**src/rtl/ecc_pkg.sv**
```systemverilog
package ecc_pkg;
  // data path geometry
  localparam int DATA_W = 32;
  localparam int BE_W = 4;
  localparam int HAM_W = 6;
  localparam int CODE_W = 7;
  localparam int WORD_W = 39;
  localparam int CW_POS = 38;
  localparam int ADDR_W = 4;
  localparam int DEPTH = 16;
  localparam int CNT_W = 16;
  // software register port
  localparam int REG_AW = 3;
  localparam int REG_DW = 32;
  localparam logic [2:0] REG_CTRL = 3'h0;
  localparam logic [2:0] REG_STAT = 3'h1;
  localparam logic [2:0] REG_MASK = 3'h2;
  localparam logic [2:0] REG_SBE_FLAG = 3'h3;
  localparam logic [2:0] REG_ERR_ADDR = 3'h4;
  localparam logic [2:0] REG_SBE_CNT = 3'h5;
  localparam logic [2:0] REG_DBE_CNT = 3'h6;
  localparam int ST_SBE_BIT = 0;
  localparam int ST_DBE_BIT = 1;
  localparam int ST_W = 2;
  localparam logic AUTO_RST = 1'h1;
  // control fields: auto correct, then two one-shot test flips
  localparam int CTRL_AUTO_BIT = 0;
  localparam int CTRL_INJ_LO = 1;
  localparam int INJ_W = 2;
  // response codes
  localparam logic [1:0] RESP_OKAY = 2'h0;
  localparam logic [1:0] RESP_DERR = 2'h2;
  // clocking: bridge present or not, rate ratios
  localparam logic HALF_BRIDGE = 1'h0;
  localparam int HALF_DIV = 2;
  localparam int QUARTER_DIV = 4;
  localparam int DIV_W = 2;

  typedef enum logic [6:0] {
    DS_IDLE = 7'h01,
    DS_ENC = 7'h02,
    DS_RD = 7'h04,
    DS_CHK = 7'h08,
    DS_WR = 7'h10,
    DS_BRSP = 7'h20,
    DS_RRSP = 7'h40
  } ecc_dst_t;

  typedef enum logic [3:0] {
    HS_IDLE = 4'h1,
    HS_WREQ = 4'h2,
    HS_RREQ = 4'h4,
    HS_WAIT = 4'h8
  } ecc_hst_t;
endpackage

```
**src/rtl/ecc_link_if.sv**
```systemverilog
`timescale 1ns/1ps
interface ecc_link_if;
  logic [ecc_pkg::ADDR_W-1:0] awaddr;
  logic awvalid;
  logic awready;
  logic [ecc_pkg::DATA_W-1:0] wdata;
  logic [ecc_pkg::BE_W-1:0] wstrb;
  logic wlast;
  logic wvalid;
  logic wready;
  logic [1:0] bresp;
  logic bvalid;
  logic bready;
  logic [ecc_pkg::ADDR_W-1:0] araddr;
  logic arvalid;
  logic arready;
  logic [ecc_pkg::DATA_W-1:0] rdata;
  logic [1:0] rresp;
  logic rlast;
  logic rvalid;
  logic rready;
  logic hrate_en;
  logic qrate_en;

  modport dev (
    input awaddr, awvalid, wdata, wstrb, wlast, wvalid, bready,
    input araddr, arvalid, rready, hrate_en, qrate_en,
    output awready, wready, bresp, bvalid, arready,
    output rdata, rresp, rlast, rvalid
  );
  modport host (
    output awaddr, awvalid, wdata, wstrb, wlast, wvalid, bready,
    output araddr, arvalid, rready, hrate_en, qrate_en,
    input awready, wready, bresp, bvalid, arready,
    input rdata, rresp, rlast, rvalid
  );
endinterface

```
**src/rtl/ecc_codec.sv**
```systemverilog
`timescale 1ns/1ps
module ecc_codec (
  input wire logic [ecc_pkg::DATA_W-1:0] i_enc_data,
  input wire logic [ecc_pkg::WORD_W-1:0] i_dec_word,
  output logic [ecc_pkg::CODE_W-1:0] o_code,
  output logic [ecc_pkg::DATA_W-1:0] o_data,
  output logic o_sbe,
  output logic o_dbe
);
  import ecc_pkg::*;

  // xor of the codeword positions of every set data bit
  function automatic logic [HAM_W-1:0] ham(input logic [DATA_W-1:0] d);
    logic [HAM_W-1:0] p;
    int idx;
    p = '0;
    idx = 0;
    for (int pos = 1; pos <= CW_POS; pos++) begin
      if ((pos & (pos - 1)) != 0) begin
        if (d[idx]) p = p ^ HAM_W'(pos);
        idx++;
      end
    end
    return p;
  endfunction

  logic [HAM_W-1:0] enc_p;
  logic [HAM_W-1:0] syn;
  logic [DATA_W-1:0] raw;

  // encoder: hamming bits plus overall parity over data and hamming bits
  always_comb begin
    enc_p = ham(i_enc_data);
    o_code = {^{i_enc_data, enc_p}, enc_p};
  end

  // decoder: odd overall parity means one flipped bit, even with a
  // nonzero syndrome means two; the data is never touched on two
  always_comb begin
    int idx;
    idx = 0;
    raw = i_dec_word[DATA_W-1:0];
    syn = ham(raw) ^ i_dec_word[DATA_W+HAM_W-1:DATA_W];
    o_sbe = ^i_dec_word;
    o_dbe = !o_sbe && (syn != '0);
    o_data = raw;
    for (int pos = 1; pos <= CW_POS; pos++) begin
      if ((pos & (pos - 1)) != 0) begin
        if (o_sbe && (HAM_W'(pos) == syn)) o_data[idx] = ~raw[idx];
        idx++;
      end
    end
  end
endmodule

```
**src/rtl/ecc_dev_end.sv**
```systemverilog
`timescale 1ns/1ps
module ecc_dev_end (
  input wire logic i_clk,
  input wire logic i_sys_rst,
  ecc_link_if.dev bus,
  input wire logic [ecc_pkg::REG_AW-1:0] i_reg_addr,
  input wire logic [ecc_pkg::REG_DW-1:0] i_reg_wdata,
  input wire logic i_reg_wr,
  input wire logic i_reg_rd,
  output logic [ecc_pkg::REG_DW-1:0] o_reg_rdata,
  output logic o_irq
);
  import ecc_pkg::*;

  ecc_dst_t st_reg;
  ecc_dst_t st_next;
  logic wr_rdy_reg;
  logic rd_rdy_reg;
  logic bvalid_reg;
  logic rvalid_reg;
  logic [1:0] rresp_reg;
  logic [DATA_W-1:0] rdata_reg;
  logic [DATA_W-1:0] wd_reg;
  logic [BE_W-1:0] be_reg;
  logic [ADDR_W-1:0] addr_reg;
  logic op_rd_reg;
  logic [WORD_W-1:0] q_reg;
  logic [CODE_W-1:0] code_reg;
  logic [WORD_W-1:0] mem [DEPTH];
  logic auto_reg;
  logic [INJ_W-1:0] inj_reg;
  logic [ST_W-1:0] stat_reg;
  logic [ST_W-1:0] mask_reg;
  logic [ADDR_W-1:0] err_addr_reg;
  logic [CNT_W-1:0] sbe_cnt_reg;
  logic [CNT_W-1:0] dbe_cnt_reg;
  logic irq_reg;
  logic [REG_DW-1:0] reg_rdata_reg;
  logic [REG_DW-1:0] rd_mux;
  logic [CODE_W-1:0] enc_code;
  logic [DATA_W-1:0] dec_data;
  logic dec_sbe;
  logic dec_dbe;

  // one codec: encodes the staged word, checks the fetched one
  ecc_codec u_codec (
    .i_enc_data(wd_reg),
    .i_dec_word(q_reg),
    .o_code(enc_code),
    .o_data(dec_data),
    .o_sbe(dec_sbe),
    .o_dbe(dec_dbe)
  );

  // byte lane merge of new bytes over the checked word
  function automatic logic [DATA_W-1:0] merge(
    input logic [DATA_W-1:0] old_d,
    input logic [DATA_W-1:0] new_d,
    input logic [BE_W-1:0] be
  );
    logic [DATA_W-1:0] m;
    m = old_d;
    for (int b = 0; b < BE_W; b++) begin
      if (be[b]) m[8*b +: 8] = new_d[8*b +: 8];
    end
    return m;
  endfunction

  // bridge side only moves on the slow synchronous enable
  wire bridge_en = HALF_BRIDGE ? bus.hrate_en : 1'h1;
  wire in_idle = (st_reg == DS_IDLE);
  // converter: address+data channels become one streaming command
  wire cmd_wr = in_idle && wr_rdy_reg && bus.awvalid && bus.wvalid;
  wire cmd_rd = in_idle && rd_rdy_reg && bus.arvalid;
  wire cmd_valid = cmd_wr || cmd_rd;
  wire [ADDR_W-1:0] cmd_addr = cmd_wr ? bus.awaddr : bus.araddr;
  // any low lane, all-low included, goes the read-modify-write way
  wire cmd_partial = !(&bus.wstrb);
  wire in_chk = (st_reg == DS_CHK);
  wire sbe_ev = in_chk && dec_sbe;
  wire dbe_ev = in_chk && dec_dbe;
  wire fix_rd = op_rd_reg && dec_sbe && auto_reg;
  wire [DATA_W-1:0] merged = merge(dec_data, wd_reg, be_reg);
  wire [ST_W-1:0] stat_set = {dbe_ev, sbe_ev};
  // armed flips hit data bits 0 and 1 of the next stored word only,
  // so the check path can be exercised without touching the array
  wire [WORD_W-1:0] inj_flip = WORD_W'(inj_reg);
  wire stat_wr = i_reg_wr && (i_reg_addr == REG_STAT);
  wire [ST_W-1:0] stat_clr = stat_wr ? i_reg_wdata[ST_W-1:0] : '0;
  // set wins over a clear landing in the same cycle
  wire [ST_W-1:0] stat_next = (stat_reg & ~stat_clr) | stat_set;

  assign bus.awready = wr_rdy_reg;
  assign bus.wready = wr_rdy_reg;
  assign bus.arready = rd_rdy_reg;
  assign bus.bvalid = bvalid_reg;
  assign bus.bresp = RESP_OKAY;
  assign bus.rvalid = rvalid_reg;
  assign bus.rdata = rdata_reg;
  assign bus.rresp = rresp_reg;
  assign bus.rlast = 1'h1;
  assign o_reg_rdata = reg_rdata_reg;
  assign o_irq = irq_reg;

  // command sequencer; nothing new is taken until back in idle
  always_comb begin
    st_next = st_reg;
    case (st_reg)
      DS_IDLE: begin
        if (cmd_valid) begin
          if (cmd_wr && !cmd_partial) st_next = DS_ENC;
          else st_next = DS_RD;
        end
      end
      DS_ENC: st_next = DS_WR;
      DS_RD: st_next = DS_CHK;
      DS_CHK: begin
        // correction write-back runs before the read is answered
        if (!op_rd_reg || fix_rd) st_next = DS_ENC;
        else st_next = DS_RRSP;
      end
      DS_WR: st_next = op_rd_reg ? DS_RRSP : DS_BRSP;
      DS_BRSP: if (bus.bready) st_next = DS_IDLE;
      DS_RRSP: if (bus.rready) st_next = DS_IDLE;
      default: st_next = DS_IDLE;
    endcase
  end

  // state and handshake flops
  always_ff @(posedge i_clk) begin
    if (i_sys_rst) begin
      st_reg <= DS_IDLE;
      wr_rdy_reg <= 1'h0;
      rd_rdy_reg <= 1'h0;
      bvalid_reg <= 1'h0;
      rvalid_reg <= 1'h0;
    end else begin
      st_reg <= st_next;
      wr_rdy_reg <= (st_next == DS_IDLE) && bridge_en && bus.awvalid &&
                    bus.wvalid;
      rd_rdy_reg <= (st_next == DS_IDLE) && bridge_en && bus.arvalid &&
                    !(bus.awvalid && bus.wvalid);
      bvalid_reg <= (st_next == DS_BRSP);
      rvalid_reg <= (st_next == DS_RRSP);
    end
  end

  // datapath staging
  always_ff @(posedge i_clk) begin
    if (i_sys_rst) begin
      wd_reg <= '0;
      be_reg <= '0;
      addr_reg <= '0;
      op_rd_reg <= 1'h0;
      q_reg <= '0;
      code_reg <= '0;
      rdata_reg <= '0;
      rresp_reg <= RESP_OKAY;
    end else begin
      if (cmd_valid) begin
        addr_reg <= cmd_addr;
        op_rd_reg <= cmd_rd;
        wd_reg <= bus.wdata;
        be_reg <= bus.wstrb;
      end
      if (st_reg == DS_RD) q_reg <= mem[addr_reg];
      if (in_chk) begin
        // merge also runs on a double error: a fresh word goes back
        wd_reg <= op_rd_reg ? dec_data : merged;
        rdata_reg <= dec_data;
        rresp_reg <= dec_dbe ? RESP_DERR : RESP_OKAY;
      end
      if (st_reg == DS_ENC) code_reg <= enc_code;
    end
  end

  // memory array holds no reset; software initialises it first
  always_ff @(posedge i_clk) begin
    if (st_reg == DS_WR) mem[addr_reg] <= {code_reg, wd_reg} ^ inj_flip;
  end

  // software registers, error counters and interrupt
  always_ff @(posedge i_clk) begin
    if (i_sys_rst) begin
      auto_reg <= AUTO_RST;
      inj_reg <= '0;
      stat_reg <= '0;
      mask_reg <= '0;
      err_addr_reg <= '0;
      sbe_cnt_reg <= '0;
      dbe_cnt_reg <= '0;
      irq_reg <= 1'h0;
    end else begin
      if (i_reg_wr && (i_reg_addr == REG_CTRL)) begin
        auto_reg <= i_reg_wdata[CTRL_AUTO_BIT];
        inj_reg <= i_reg_wdata[CTRL_INJ_LO +: INJ_W];
      end else if (st_reg == DS_WR) begin
        inj_reg <= '0; // one-shot: disarmed by the store it hits
      end
      if (i_reg_wr && (i_reg_addr == REG_MASK)) begin
        mask_reg <= i_reg_wdata[ST_W-1:0];
      end
      stat_reg <= stat_next;
      irq_reg <= |(stat_next & mask_reg);
      if (sbe_ev || dbe_ev) err_addr_reg <= addr_reg;
      if (sbe_ev) sbe_cnt_reg <= sbe_cnt_reg + 16'h1;
      if (dbe_ev) dbe_cnt_reg <= dbe_cnt_reg + 16'h1;
    end
  end

  // read selection; unmapped offsets read zero
  always_comb begin
    case (i_reg_addr)
      REG_CTRL: rd_mux = REG_DW'({inj_reg, auto_reg});
      REG_STAT: rd_mux = REG_DW'(stat_reg);
      REG_MASK: rd_mux = REG_DW'(mask_reg);
      REG_SBE_FLAG: rd_mux = REG_DW'(stat_reg[ST_SBE_BIT]);
      REG_ERR_ADDR: rd_mux = REG_DW'(err_addr_reg);
      REG_SBE_CNT: rd_mux = REG_DW'(sbe_cnt_reg);
      REG_DBE_CNT: rd_mux = REG_DW'(dbe_cnt_reg);
      default: rd_mux = '0;
    endcase
  end

  // read data stands only in the cycle after the strobe
  always_ff @(posedge i_clk) begin
    if (i_sys_rst) reg_rdata_reg <= '0;
    else reg_rdata_reg <= i_reg_rd ? rd_mux : '0;
  end
endmodule

```
**src/flat_wrapper.sv**
```systemverilog
// flat-port wrapper written by rule: the top's interface ports become plain ports
module ecc_dev_end_flat import ecc_pkg::*;
  (i_clk, i_sys_rst, i_reg_addr, i_reg_wdata, i_reg_wr, i_reg_rd, o_reg_rdata, o_irq, bus_awaddr, bus_awvalid, bus_wdata, bus_wstrb, bus_wlast, bus_wvalid, bus_bready, bus_araddr, bus_arvalid, bus_rready, bus_hrate_en, bus_qrate_en, bus_awready, bus_wready, bus_bresp, bus_bvalid, bus_arready, bus_rdata, bus_rresp, bus_rlast, bus_rvalid);
  ecc_link_if bus_i ();
  input wire logic i_clk;
  input wire logic i_sys_rst;
  input wire logic [ecc_pkg::REG_AW-1:0] i_reg_addr;
  input wire logic [ecc_pkg::REG_DW-1:0] i_reg_wdata;
  input wire logic i_reg_wr;
  input wire logic i_reg_rd;
  output logic [ecc_pkg::REG_DW-1:0] o_reg_rdata;
  output logic o_irq;
  input wire logic [$bits(bus_i.awaddr)-1:0] bus_awaddr;
  input wire logic [$bits(bus_i.awvalid)-1:0] bus_awvalid;
  input wire logic [$bits(bus_i.wdata)-1:0] bus_wdata;
  input wire logic [$bits(bus_i.wstrb)-1:0] bus_wstrb;
  input wire logic [$bits(bus_i.wlast)-1:0] bus_wlast;
  input wire logic [$bits(bus_i.wvalid)-1:0] bus_wvalid;
  input wire logic [$bits(bus_i.bready)-1:0] bus_bready;
  input wire logic [$bits(bus_i.araddr)-1:0] bus_araddr;
  input wire logic [$bits(bus_i.arvalid)-1:0] bus_arvalid;
  input wire logic [$bits(bus_i.rready)-1:0] bus_rready;
  input wire logic [$bits(bus_i.hrate_en)-1:0] bus_hrate_en;
  input wire logic [$bits(bus_i.qrate_en)-1:0] bus_qrate_en;
  output wire logic [$bits(bus_i.awready)-1:0] bus_awready;
  output wire logic [$bits(bus_i.wready)-1:0] bus_wready;
  output wire logic [$bits(bus_i.bresp)-1:0] bus_bresp;
  output wire logic [$bits(bus_i.bvalid)-1:0] bus_bvalid;
  output wire logic [$bits(bus_i.arready)-1:0] bus_arready;
  output wire logic [$bits(bus_i.rdata)-1:0] bus_rdata;
  output wire logic [$bits(bus_i.rresp)-1:0] bus_rresp;
  output wire logic [$bits(bus_i.rlast)-1:0] bus_rlast;
  output wire logic [$bits(bus_i.rvalid)-1:0] bus_rvalid;
  assign bus_i.awaddr = bus_awaddr;
  assign bus_i.awvalid = bus_awvalid;
  assign bus_i.wdata = bus_wdata;
  assign bus_i.wstrb = bus_wstrb;
  assign bus_i.wlast = bus_wlast;
  assign bus_i.wvalid = bus_wvalid;
  assign bus_i.bready = bus_bready;
  assign bus_i.araddr = bus_araddr;
  assign bus_i.arvalid = bus_arvalid;
  assign bus_i.rready = bus_rready;
  assign bus_i.hrate_en = bus_hrate_en;
  assign bus_i.qrate_en = bus_qrate_en;
  assign bus_awready = bus_i.awready;
  assign bus_wready = bus_i.wready;
  assign bus_bresp = bus_i.bresp;
  assign bus_bvalid = bus_i.bvalid;
  assign bus_arready = bus_i.arready;
  assign bus_rdata = bus_i.rdata;
  assign bus_rresp = bus_i.rresp;
  assign bus_rlast = bus_i.rlast;
  assign bus_rvalid = bus_i.rvalid;
  ecc_dev_end u_core (.i_clk(i_clk), .i_sys_rst(i_sys_rst), .bus(bus_i), .i_reg_addr(i_reg_addr), .i_reg_wdata(i_reg_wdata), .i_reg_wr(i_reg_wr), .i_reg_rd(i_reg_rd), .o_reg_rdata(o_reg_rdata), .o_irq(o_irq));
endmodule
```
**config.mk**
```make
export PLATFORM = sky130hd
export DESIGN_NAME = ecc_dev_end_flat
export DESIGN_NICKNAME = d
export VERILOG_FILES = /design/src/rtl/ecc_pkg.sv /design/src/rtl/ecc_link_if.sv /design/src/rtl/ecc_codec.sv /design/src/rtl/ecc_dev_end.sv /design/src/flat_wrapper.sv
export SDC_FILE = /design/constraint.sdc
export NUM_CORES = 1
export LEC_CHECK = 0
export BUFFER_PORTS_ARGS = -buffer_cell sky130_fd_sc_hd__clkbuf_2
export CAP_MARGIN = 20
export CELL_PAD_IN_SITES_DETAIL_PLACEMENT = 0
export CELL_PAD_IN_SITES_GLOBAL_PLACEMENT = 1
export CORE_UTILIZATION = 35
export DETAILED_ROUTE_END_ITERATION = 7
export PLACE_DENSITY = 0.59
export SLEW_MARGIN = 25
export SYNTH_ARGS = -nofsm -noshare
export SYNTH_HDL_FRONTEND = slang
export SYNTH_SLANG_ARGS = --single-unit
export TNS_END_PERCENT = 30
```
**constraint.sdc**
```tcl
create_clock -name i_clk -period 4.81 [get_ports i_clk]
set_input_delay 0.962 -clock i_clk [delete_from_list [all_inputs] [get_ports i_clk]]
set_output_delay 0.962 -clock i_clk [all_outputs]
set_load 0.005 [all_outputs]
```
After elaboration in Yosys (flattened, before gate mapping)
Memories as Yosys holds them, arrays and structs flattened. A register that Yosys moved wholly into a read port is not among the register bits.
Index checks and enable logic that the tools add are counted.

storage, ports and cells
  register bits = 169
  latch bits = 0
  RAM bits = 624
  bits in read-only memories = 0
  bits of input ports = 91
  memories = 1

operators by class
  add/subtract/negate cells = 2
  $mul = 0
  divide/modulo/power cells = 0
  magnitude comparators = 0
  eq/ne operators = 52
  shift operators = 0
  mux-type cells = 151
  bitwise logic cells = 101
  reductions and logical operators = 79

memory list
  name        words  width  rd ports  clocked after Yosys merged registers in  write ports  RTL line           RTL
  u_core.mem  16     39     1         1                                        1            ecc_dev_end.sv:29  logic [WORD_W-1:0] mem [DEPTH];

operator list
  kind                                                              number
  32-bit 2-to-1 mux                                                 8
  5-bit 2-to-1 mux                                                  31
  16-bit one-hot mux with 7 select lines                            1
  7-bit 2-to-1 mux                                                  14
  5-bit by 6-bit == test with 1-bit output (first input constant)   15
  4-bit 2-to-1 mux                                                  22
  16-bit 2-to-1 mux                                                 5
  6-bit 2-to-1 mux                                                  13
  3-bit NOT                                                         26
  1-bit logical AND                                                 51
  7-bit one-hot mux with 7 select lines                             1
  4-bit by 6-bit == test with 1-bit output (first input constant)   7
  2-bit NOT                                                         21
  8-bit 2-to-1 mux                                                  5
  4-bit NOT                                                         10
  39-bit parity                                                     1
  39-bit by 2-bit bitwise XOR with 39-bit output                    1
  38-bit parity                                                     1
  6-bit == test (first input constant)                              6
  1-bit NOT                                                         33
  16-bit by 1-bit adder with 16-bit output (second input constant)  2
  31-bit 2-to-1 mux                                                 1
  30-bit 2-to-1 mux                                                 1
  29-bit 2-to-1 mux                                                 1
  other kinds (49)                                                  108

Longest topological paths before layout
Gate-level depths: netlist of run 1.

  depth in word-level cells = 102
  depth in mapped cells = 9

By module
Synthesis of run 1 repeated with hierarchy kept, for this count alone.

unflattened totals
  cell total of the unflattened synthesis = 2172
  area total of the unflattened synthesis = 33365.8 um2

by module, submodules not included
  module       instances  cells each  area an instance (um2)
  ecc_dev_end  1          1946        31139.9
  ecc_codec    1          226         2225.9

Least setup slack after synthesis of run 1
No wires, ideal clock.

  path type = flip-flop to flip-flop
  start point = register u_core.addr_reg[1]
  end point = memory u_core.mem[3][0], enable pin
  library setup time = 0.483 ns
  data arrival time = 4.000 ns
  path slack = 0.327 ns
  cell stages (with the launch flop) = 6
  path buffers = 3
  period minus slack after synthesis = 4.483 ns
  path through = dfxtp_1 clkbuf_1 clkbuf_1 buf_1 nand3_1 nor3_1

RTL lines
  what                    RTL line            RTL
  from (decl)             ecc_dev_end.sv:25   logic [ADDR_W-1:0] addr_reg;
  from (signal assigned)  ecc_dev_end.sv:161  addr_reg <= cmd_addr;
  to (decl)               ecc_dev_end.sv:29

No word-level cell before the write port.

Final worst setup path of run 1
  start point = register u_core.q_reg[9] (read register of u_core.mem)
  end point = register u_core.wd_reg[0]

between the ends
  cells in the longest elaborated chain, start to end = 74
  elaborated cells on any way between the ends = 83

RTL lines
  what                                                            RTL line            RTL
  from (decl)                                                     ecc_dev_end.sv:27   logic [WORD_W-1:0] q_reg;
  4-bit 2-to-1 mux                                                ecc_codec.sv:20     if (d[idx]) p = p ^ HAM_W'(pos);
  4-bit NOT (no source line)                                      -
  4-bit 2-to-1 mux                                                ecc_codec.sv:20
  5-bit 2-to-1 mux                                                ecc_codec.sv:20
  2-bit NOT (no source line) or 5-bit 2-to-1 mux (tied branches)  -
  5-bit 2-to-1 mux                                                ecc_codec.sv:20
  3-bit NOT (no source line) or 2-bit NOT (tied branches)         -
  5-bit 2-to-1 mux                                                ecc_codec.sv:20
  [... 58 more ...]                                               -
  29-bit 2-to-1 mux (*)                                           ecc_codec.sv:49     if (o_sbe && (HAM_W'(pos) == syn)) o_data[idx] = ~raw[idx];
  30-bit 2-to-1 mux (*)                                           ecc_codec.sv:49
  31-bit 2-to-1 mux (*)                                           ecc_codec.sv:49
  32-bit 2-to-1 mux (*)                                           ecc_codec.sv:49
  8-bit 2-to-1 mux                                                ecc_dev_end.sv:64   if (be[b]) m[8*b +: 8] = new_d[8*b +: 8];
  32-bit 2-to-1 mux (*)                                           ecc_dev_end.sv:169  wd_reg <= op_rd_reg ? dec_data : merged;
  32-bit 2-to-1 mux (*)                                           ecc_dev_end.sv:167  if (in_chk) begin
  32-bit 2-to-1 mux (*)                                           ecc_dev_end.sv:150  if (i_sys_rst) begin
  to (signal assigned)                                            ecc_dev_end.sv:163  wd_reg <= bus.wdata;
  to (signal assigned)                                            ecc_dev_end.sv:169
  to (decl)                                                       ecc_dev_end.sv:23   logic [DATA_W-1:0] wd_reg;

Mark *: on every way between the ends. The rest lies on a longest branch, timed or not. The select of a mux whose other input is x is not followed.
A chain may end at the register's enable or synchronous reset.

==> key figures, run 1 <==
Drt
  • WL met2: 42240 um
  • Via count: 18240
  • Routed wl met3: 4579 um
  • DR WL/cell: 25.58 um
  • Starting DRT DRC Count: 1531
  • Drt drc: 0
  • Total Wirelength: 88690 um
  • Top Metal Used: met4
  • Detailed Routing Iterations Pass 1: 5
  • Remaining antenna violation count: 0
  • Met1 wire length: 40220 um
  • Vias/cell: 5.260

Setup path
  • Worst setup path category: flip-flop to flip-flop
  • Crit-path max FO: 20
  • Setup crit start kind: flip-flop
  • Critical R2R Launch: u_core.q_reg[9]
  • Critical Path RT: 5.32 ns
  • CP Data Arrival Time: 4.23 ns
  • Reg2Reg Depth: 8
  • Worst setup path startpoint: u_core.q_reg[9]
  • Setup crit end kind: flip-flop

Clocking
  • H-tree Lvls: 3
  • CTS Root Cell: clkbuf_16
  • CTS Hold Bufs: 0
  • Post-CTS sizing: 0
  • Worst-Skew Late Latency: 0.67 ns
  • Clock Path Buffers: 3
  • CTS clk-pin slew, worst paths: 0.06 ns
  • CTS tree: done
  • CTS buffer count: 89
  • Post-CTS Setup Repair Bufs: 0
  • Clock Sinks: 815

Logic synthesis
  • Synth Register Bits: 815
  • Library cells used by synthesis: 66
  • Post-synth EDFFs: 624
  • Post-synthesis sequential area ratio: 68.11%
  • Mapped Avg Cell Area: 16.55 sq um
  • Post-synth ARST share: 0%
  • Synth Warn #: 0
  • Post-synth top flop: edfxtp_1
  • Synth Instances: 2002
  • Synthesized area: 33130 sq um

Floorplanning
  • Die ar.: 95880 sq um
  • IO Pins: 166
  • Site Rows: 112
  • Starting Density: 35.44%
  • Core Region: 93470 sq um
  • Die Span Y: 309.7 um
  • Die X: 309.7 um

Timing
  • Rel. slew slack: 28.42%
  • Final Cycle Share: 77.27%
  • Setup Skew: 0.01765 ns
  • Slew Limit Fails: 0
  • Final min period: 3.717 ns
  • Least-Margin Pin Slew: 1.070 ns
  • Setup TNS: 0 ns
  • Maximum clock rate: 269.1 MHz
  • Final Hold Fails: 0
  • Endpoints failing setup: 0
  • RSZ-0062 raised after global routing: no

Cells and area
  • Max reg flops: 624
  • Cell area after layout: 38480 sq um
  • Antenna cells: 0
  • Final nets: 2230
  • Multi-input logic area: 10150 sq um
  • Register area: 22570 sq um
  • Layout area overhead: 16.15%
  • Share of layout cells above drive strength 1: 24.36%
  • Fill count: 8436
  • Post-Route Utilization: 41.16%

Status
  • Status: complete, no violations

Global routing
  • First-pass GRT wire length: 129100 um
  • Global-route usage over all layers: 18.70%
  • Gr ovfl total: 0
  • Vias in the first global route: 18590
  • Initial antenna violation count: 0
  • Largest net degree at the start of global routing: 103

Min path
  • Hold_sp: u_core.q_reg[37]
  • Hold Crit Depth: 2
  • Tightest Hold Check Type: flip-flop to flip-flop

Placement
  • Post-DP Area: 35390 sq um
  • PortBufs: 113
  • Estimated wirelength of the detail-placed design: 53690 um
  • GP Congestion: 0.8198

Power
  • Pleak: 12.21 nW
  • Maximum VDD drop: 0.2955 mV
  • Pwr Density: 451.4 nW/um^2
  • Final Power: 17.37 mW

Flow run
  • Max-cap viol count: 0
==> Yosys cell counts, drive strengths merged, types with 3 or more instances <==
master | n | area share [%]
a31oi | 4 | 0.076
nor2b | 8 | 0.15
mux2i | 17 | 0.51
o31ai | 10 | 0.23
clkbuf | 88 | 1.0
nand2 | 131 | 1.5
mux4 | 196 | 13
nor3b | 11 | 0.25
and4b | 3 | 0.091
and2 | 8 | 0.15
or2 | 4 | 0.076
a31o | 6 | 0.16
a32oi | 8 | 0.21
nand2b | 5 | 0.094
dfxtp | 191 | 12
edfxtp | 624 | 57
a21oi | 63 | 0.95
o31a | 5 | 0.13
o21ai | 56 | 0.85
nand3b | 4 | 0.091
nor3 | 45 | 0.74
a2111oi | 4 | 0.19
nand3 | 16 | 0.26
a22oi | 14 | 0.32
inv | 11 | 0.12
nand4b | 5 | 0.13
xnor2 | 121 | 3.3
and4 | 3 | 0.079
and3 | 7 | 0.13
a211oi | 31 | 0.74
nor4 | 21 | 0.44
buf | 43 | 0.76
a2bb2oi | 12 | 0.32
nand4 | 16 | 0.30
xnor3 | 15 | 1.0
nor2 | 137 | 1.6
mux2 | 6 | 0.20
xor2 | 36 | 1.0
==> final timing paths <==
check / to / slack [ns]
setup / recovery: u_core.wd_reg[0] / 1.09
hold / removal: u_core.q_reg[37] / 0.47
setup reg to reg: u_core.wd_reg[0] / 1.09
hold reg to reg: u_core.q_reg[37] / 0.47
==> cell type report <==
cell class	count	share of cell area, %
clock buffers	114	6.218
clock inverters	53	1.782
inverters	11	0.1073
multi-input cells	1063	26.38
flip-flops and latches	815	58.67
well taps	1254	4.078
repair buffers	157	2.767
==> cells in the final DEF, fill, tap and decap left out, types with 8 or more instances in the layout <==
master and n:
nand3_1 15, nor2_4 12, clkinv_1 14, a211oi_1 27, nor2_1 125, nor3b_1 10
nand4_1 16, o21ai_0 56, dfxtp_1 187, nor4_1 20, o31ai_1 10, xor2_1 35
a2bb2oi_1 12, clkbuf_16 90, clkbuf_2 112, mux4_2 196, bufinv_16 11, xnor3_1 14
clkinv_2 15, nand2_1 131, a22oi_1 14, nor3_1 37, inv_1 11, buf_12 13
conb_1 20, edfxtp_1 624, clkbuf_1 19, buf_4 31, nor3_2 8, a21oi_1 62
xnor2_1 118, mux2i_1 17, a32oi_1 8
==> through the flow <==
stage	cells	hold slack, ns	setup slack (ns)
detailed placement	3300	0.4612	1.136
CTS	3467	0.4708	1.120
global route	3467	0.4843	0.8001
global placement	3300	0.4602	1.172
floorplan	2020	0.4368	0.3266
finish	3467	0.4686	1.093
==> critical path, stage by stage, from the launching register on <==
cell	delay [ns]
dfxtp_1	0.44
xor2_1	0.17
xnor3_1	0.53
xnor3_2	0.34
xnor2_1	0.28
nand3_1	0.58
o31ai_1	0.41
nor3b_1	0.67
o21ai_0	0.15
==> power by group <==
| part | switching, mW | leakage, nW | internal (mW) | total [mW] |
|---|---|---|---|---|
| sequential | 0.231 | 7.32 | 7.67 | 7.91 |
| combinational | 1.34 | 3.40 | 1.05 | 2.39 |
| clock | 2.91 | 1.49 | 4.16 | 7.07 |
==> routing by layer <==
metal	GRT usage, %	vias to the layer above
met5	0	-
li1	-	8047
met1	26.34	9588
met3	2.650	89
met2	30.42	514
met4	4.709	0
==> cells by family (layout without fill, tap and decap cells) <==
kind of cell	after synthesis	after routing	share of synthesized area, %
flip-flops	815	815	68.11
AND/OR/NAND/NOR	426	426	6.062
AO/OA/AOI/OAI	223	223	4.434
multiplexers	219	219	14.04
XOR/XNOR	173	173	5.371
buffers and inverters	142	335	1.885
adder cells (fa/ha/maj)	2	2	0.07553
other	2	20	0.02267
No activity file was read; power rests on OpenSTA's default activity.
==> inputs of run 2 (changes only) <==
==> constraint.sdc (replaced) <==
create_clock -name i_clk -period 3.4 [get_ports i_clk]
set_input_delay 0.68 -clock i_clk [delete_from_list [all_inputs] [get_ports i_clk]]
set_output_delay 0.68 -clock i_clk [all_outputs]
set_load 0.005 [all_outputs]
==> run 2 against run 1 <==
First-iteration DRC count up 4.2%. Worst hold slack lost 0.18 ns. Total power rose by 41%. Combinational power is 57% higher. Fmax grew 16%. Routed wire length increased by 1.7%. Clock power up 37%. Non-clock buffer count grew 78. Cell count up 2.3%. Critical path type unchanged. Critical endpoint is now u_core.st_reg[1]. Highest routed layer is now met5.
==> key figures, run 2 (synthesized netlist as in run 1, its figures left out) <==
Power
  • Switching power: 6.429 mW
  • Final Power: 24.53 mW
  • Pleak: 12.56 nW
  • Combinational power share: 15.3%
  • Pwr Density: 628.8 nW/um^2
  • Sequential power share: 45.2%
  • Net Sw Frac: 26.21%
  • Maximum VDD drop: 0.3597 mV
  • Internal power: 18.10 mW
  • Clock power share: 39.5%

Timing
  • Final min period: 3.211 ns
  • RSZ-0062 raised after global routing: no
  • Maximum clock rate: 311.5 MHz
  • Rel. slew slack: 28.41%
  • Slew Limit Fails: 0
  • Worst Slack Setup Final: 0.1895 ns
  • Setup Skew: 0.04719 ns
  • Least-Margin Pin Slew: 1.070 ns
  • Final Cycle Share: 94.43%
  • Fin Hold WS: 0.2891 ns
  • Endpoints failing setup: 0
  • Setup TNS: 0 ns
  • Final Hold Fails: 0

Setup path
  • CP Data Arrival Time: 3.72 ns
  • Crit-path max FO: 6
  • CP delay by family, top: XOR/XNOR gates
  • CP cell instances: xor2_1 > xnor3_1 > xnor3_2 > xor2_4 > xnor2_1 > o21ai_0 > a21oi_1 > nor2_1
  • Setup crit end kind: flip-flop
  • Critical Path Max Stage Delay: 0.84 ns
  • Setup crit start kind: flip-flop
  • CP bufs+invs: 0
  • Worst setup path category: flip-flop to flip-flop
  • Slowest-stage cell, CP: xnor2_1
  • Critical Path RT: 3.91 ns

Floorplanning
  • Die X: 309.7 um
  • Die ar.: 95880 sq um
  • Die Span Y: 309.7 um
  • Site Rows: 112
  • IO Pins: 166
  • Core Region: 93470 sq um
  • Starting Density: 35.44%

Placement
  • Worst slack, placed: 0.2110 ns
  • GP Congestion: 0.8078
  • PortBufs: 113
  • Estimated wirelength of the detail-placed design: 55810 um

Clocking
  • H-tree Lvls: 3
  • Clock Path Buffers: 3
  • CTS buffer count: 89
  • Worst-Skew Late Latency: 0.67 ns
  • Post-CTS Setup Repair Bufs: 0
  • CTS Root Cell: clkbuf_16
  • CTS Hold Bufs: 0
  • CTS tree: done
  • CTS clk-pin slew, worst paths: 0.06 ns
  • Clock Sinks: 815
  • Post-CTS sizing: 0

Global routing
  • Vias in the first global route: 18920
  • Initial antenna violation count: 2
  • Global-route usage over all layers: 18.99%
  • Largest net degree at the start of global routing: 59
  • Gr ovfl total: 0
  • First-pass GRT wire length: 130500 um

Min path
  • Tightest Hold Check Type: input port to flip-flop

Drt
  • DR WL/cell: 25.42 um
  • Via count: 18640
  • Starting DRT DRC Count: 1595
  • Drt drc: 0
  • Total Wirelength: 90170 um
  • Detailed Routing Iterations Pass 1: 5
  • Vias/cell: 5.255
  • Remaining antenna violation count: 0

Cells and area
  • Most frequent cells in the layout: 624 x edfxtp_1, 196 x mux4_2, 187 x dfxtp_1
  • Share of layout cells above drive strength 1: 27.01%
  • Fill count: 8440
  • Most common cell after layout, fill and taps aside: edfxtp_1
  • Max reg flops: 624
  • Layout area overhead: 17.75%
  • Final nets: 2308

Flow run
  • Max-cap viol count: 0

Status
  • Status: complete, no violations
[run 2: layout make-up]
class	count	area [sq um]	share of cell area [%]
Clock buffer	121	2546	6.527
Antenna cell	1	2.502	0.006415
Clock inverter	47	436.7	1.119
Sequential cell	815	22570	57.87
Inverter	11	41.29	0.1059
Multi-Input combinational cell	1063	10170	26.08
Tap cell	1254	1569	4.022
Timing Repair Buffer	235	1663	4.263
[run 2: worst paths after layout]
| path | slack, ns | depth (start not counted) | endpoint | start |
|---|---|---|---|---|
| worst min-delay path | 0.29 | 3 | u_core.inj_reg[1] | i_reg_wdata[2] |
| worst max-delay path | 0.19 | 8 | u_core.st_reg[1] | u_core.q_reg[9] |
| worst max register to register | 0.19 | 8 | u_core.st_reg[1] | u_core.q_reg[9] |
| worst min register to register | 0.47 | 2 | u_core.q_reg[37] | u_core.q_reg[37] |
[run 2: power groups by stage]
stage / sequential (mW) / combinational [mW] / clock (mW)
final: 11.1 / 3.76 / 9.68
after global routing: 11.1 / 4.01 / 10.3
after CTS: 11.1 / 3.80 / 9.88
after detailed placement: 11.3 / 3.78 / 0
after global placement: 11.3 / 3.75 / 0
after floorplan: 11.2 / 2.54 / 0
[run 2: metal layers]
layer | GRT usage (%) | part of all wire, % | vias to the layer above
met4 | 5.503 | 2.3 | 2
li1 | - | - | 8224
met2 | 30.11 | 47 | 560
met3 | 3.060 | 5.6 | 111
met1 | 26.89 | 45 | 9741
met5 | 0 | 0.0089 | -
[run 2: per-stage QoR]
stage                     utilization (%)  cell area [sq um]  instances
after floorplan                         -              33210       2020
after global placement              38.53              36010       3378
after detailed placement            38.53              36010       3378
after CTS                           41.72              38990       3546
after global routing                41.73              39000       3546
final                               41.73              39010       3547
[run 2: worst reg2reg max path, cell delays in order, from the launching register on]
cell	delay, ns
dfxtp_1	0.43
xor2_1	0.18
xnor3_1	0.52
xnor3_2	0.33
xor2_4	0.24
xnor2_1	0.84
o21ai_0	0.25
a21oi_1	0.21
nor2_1	0.05
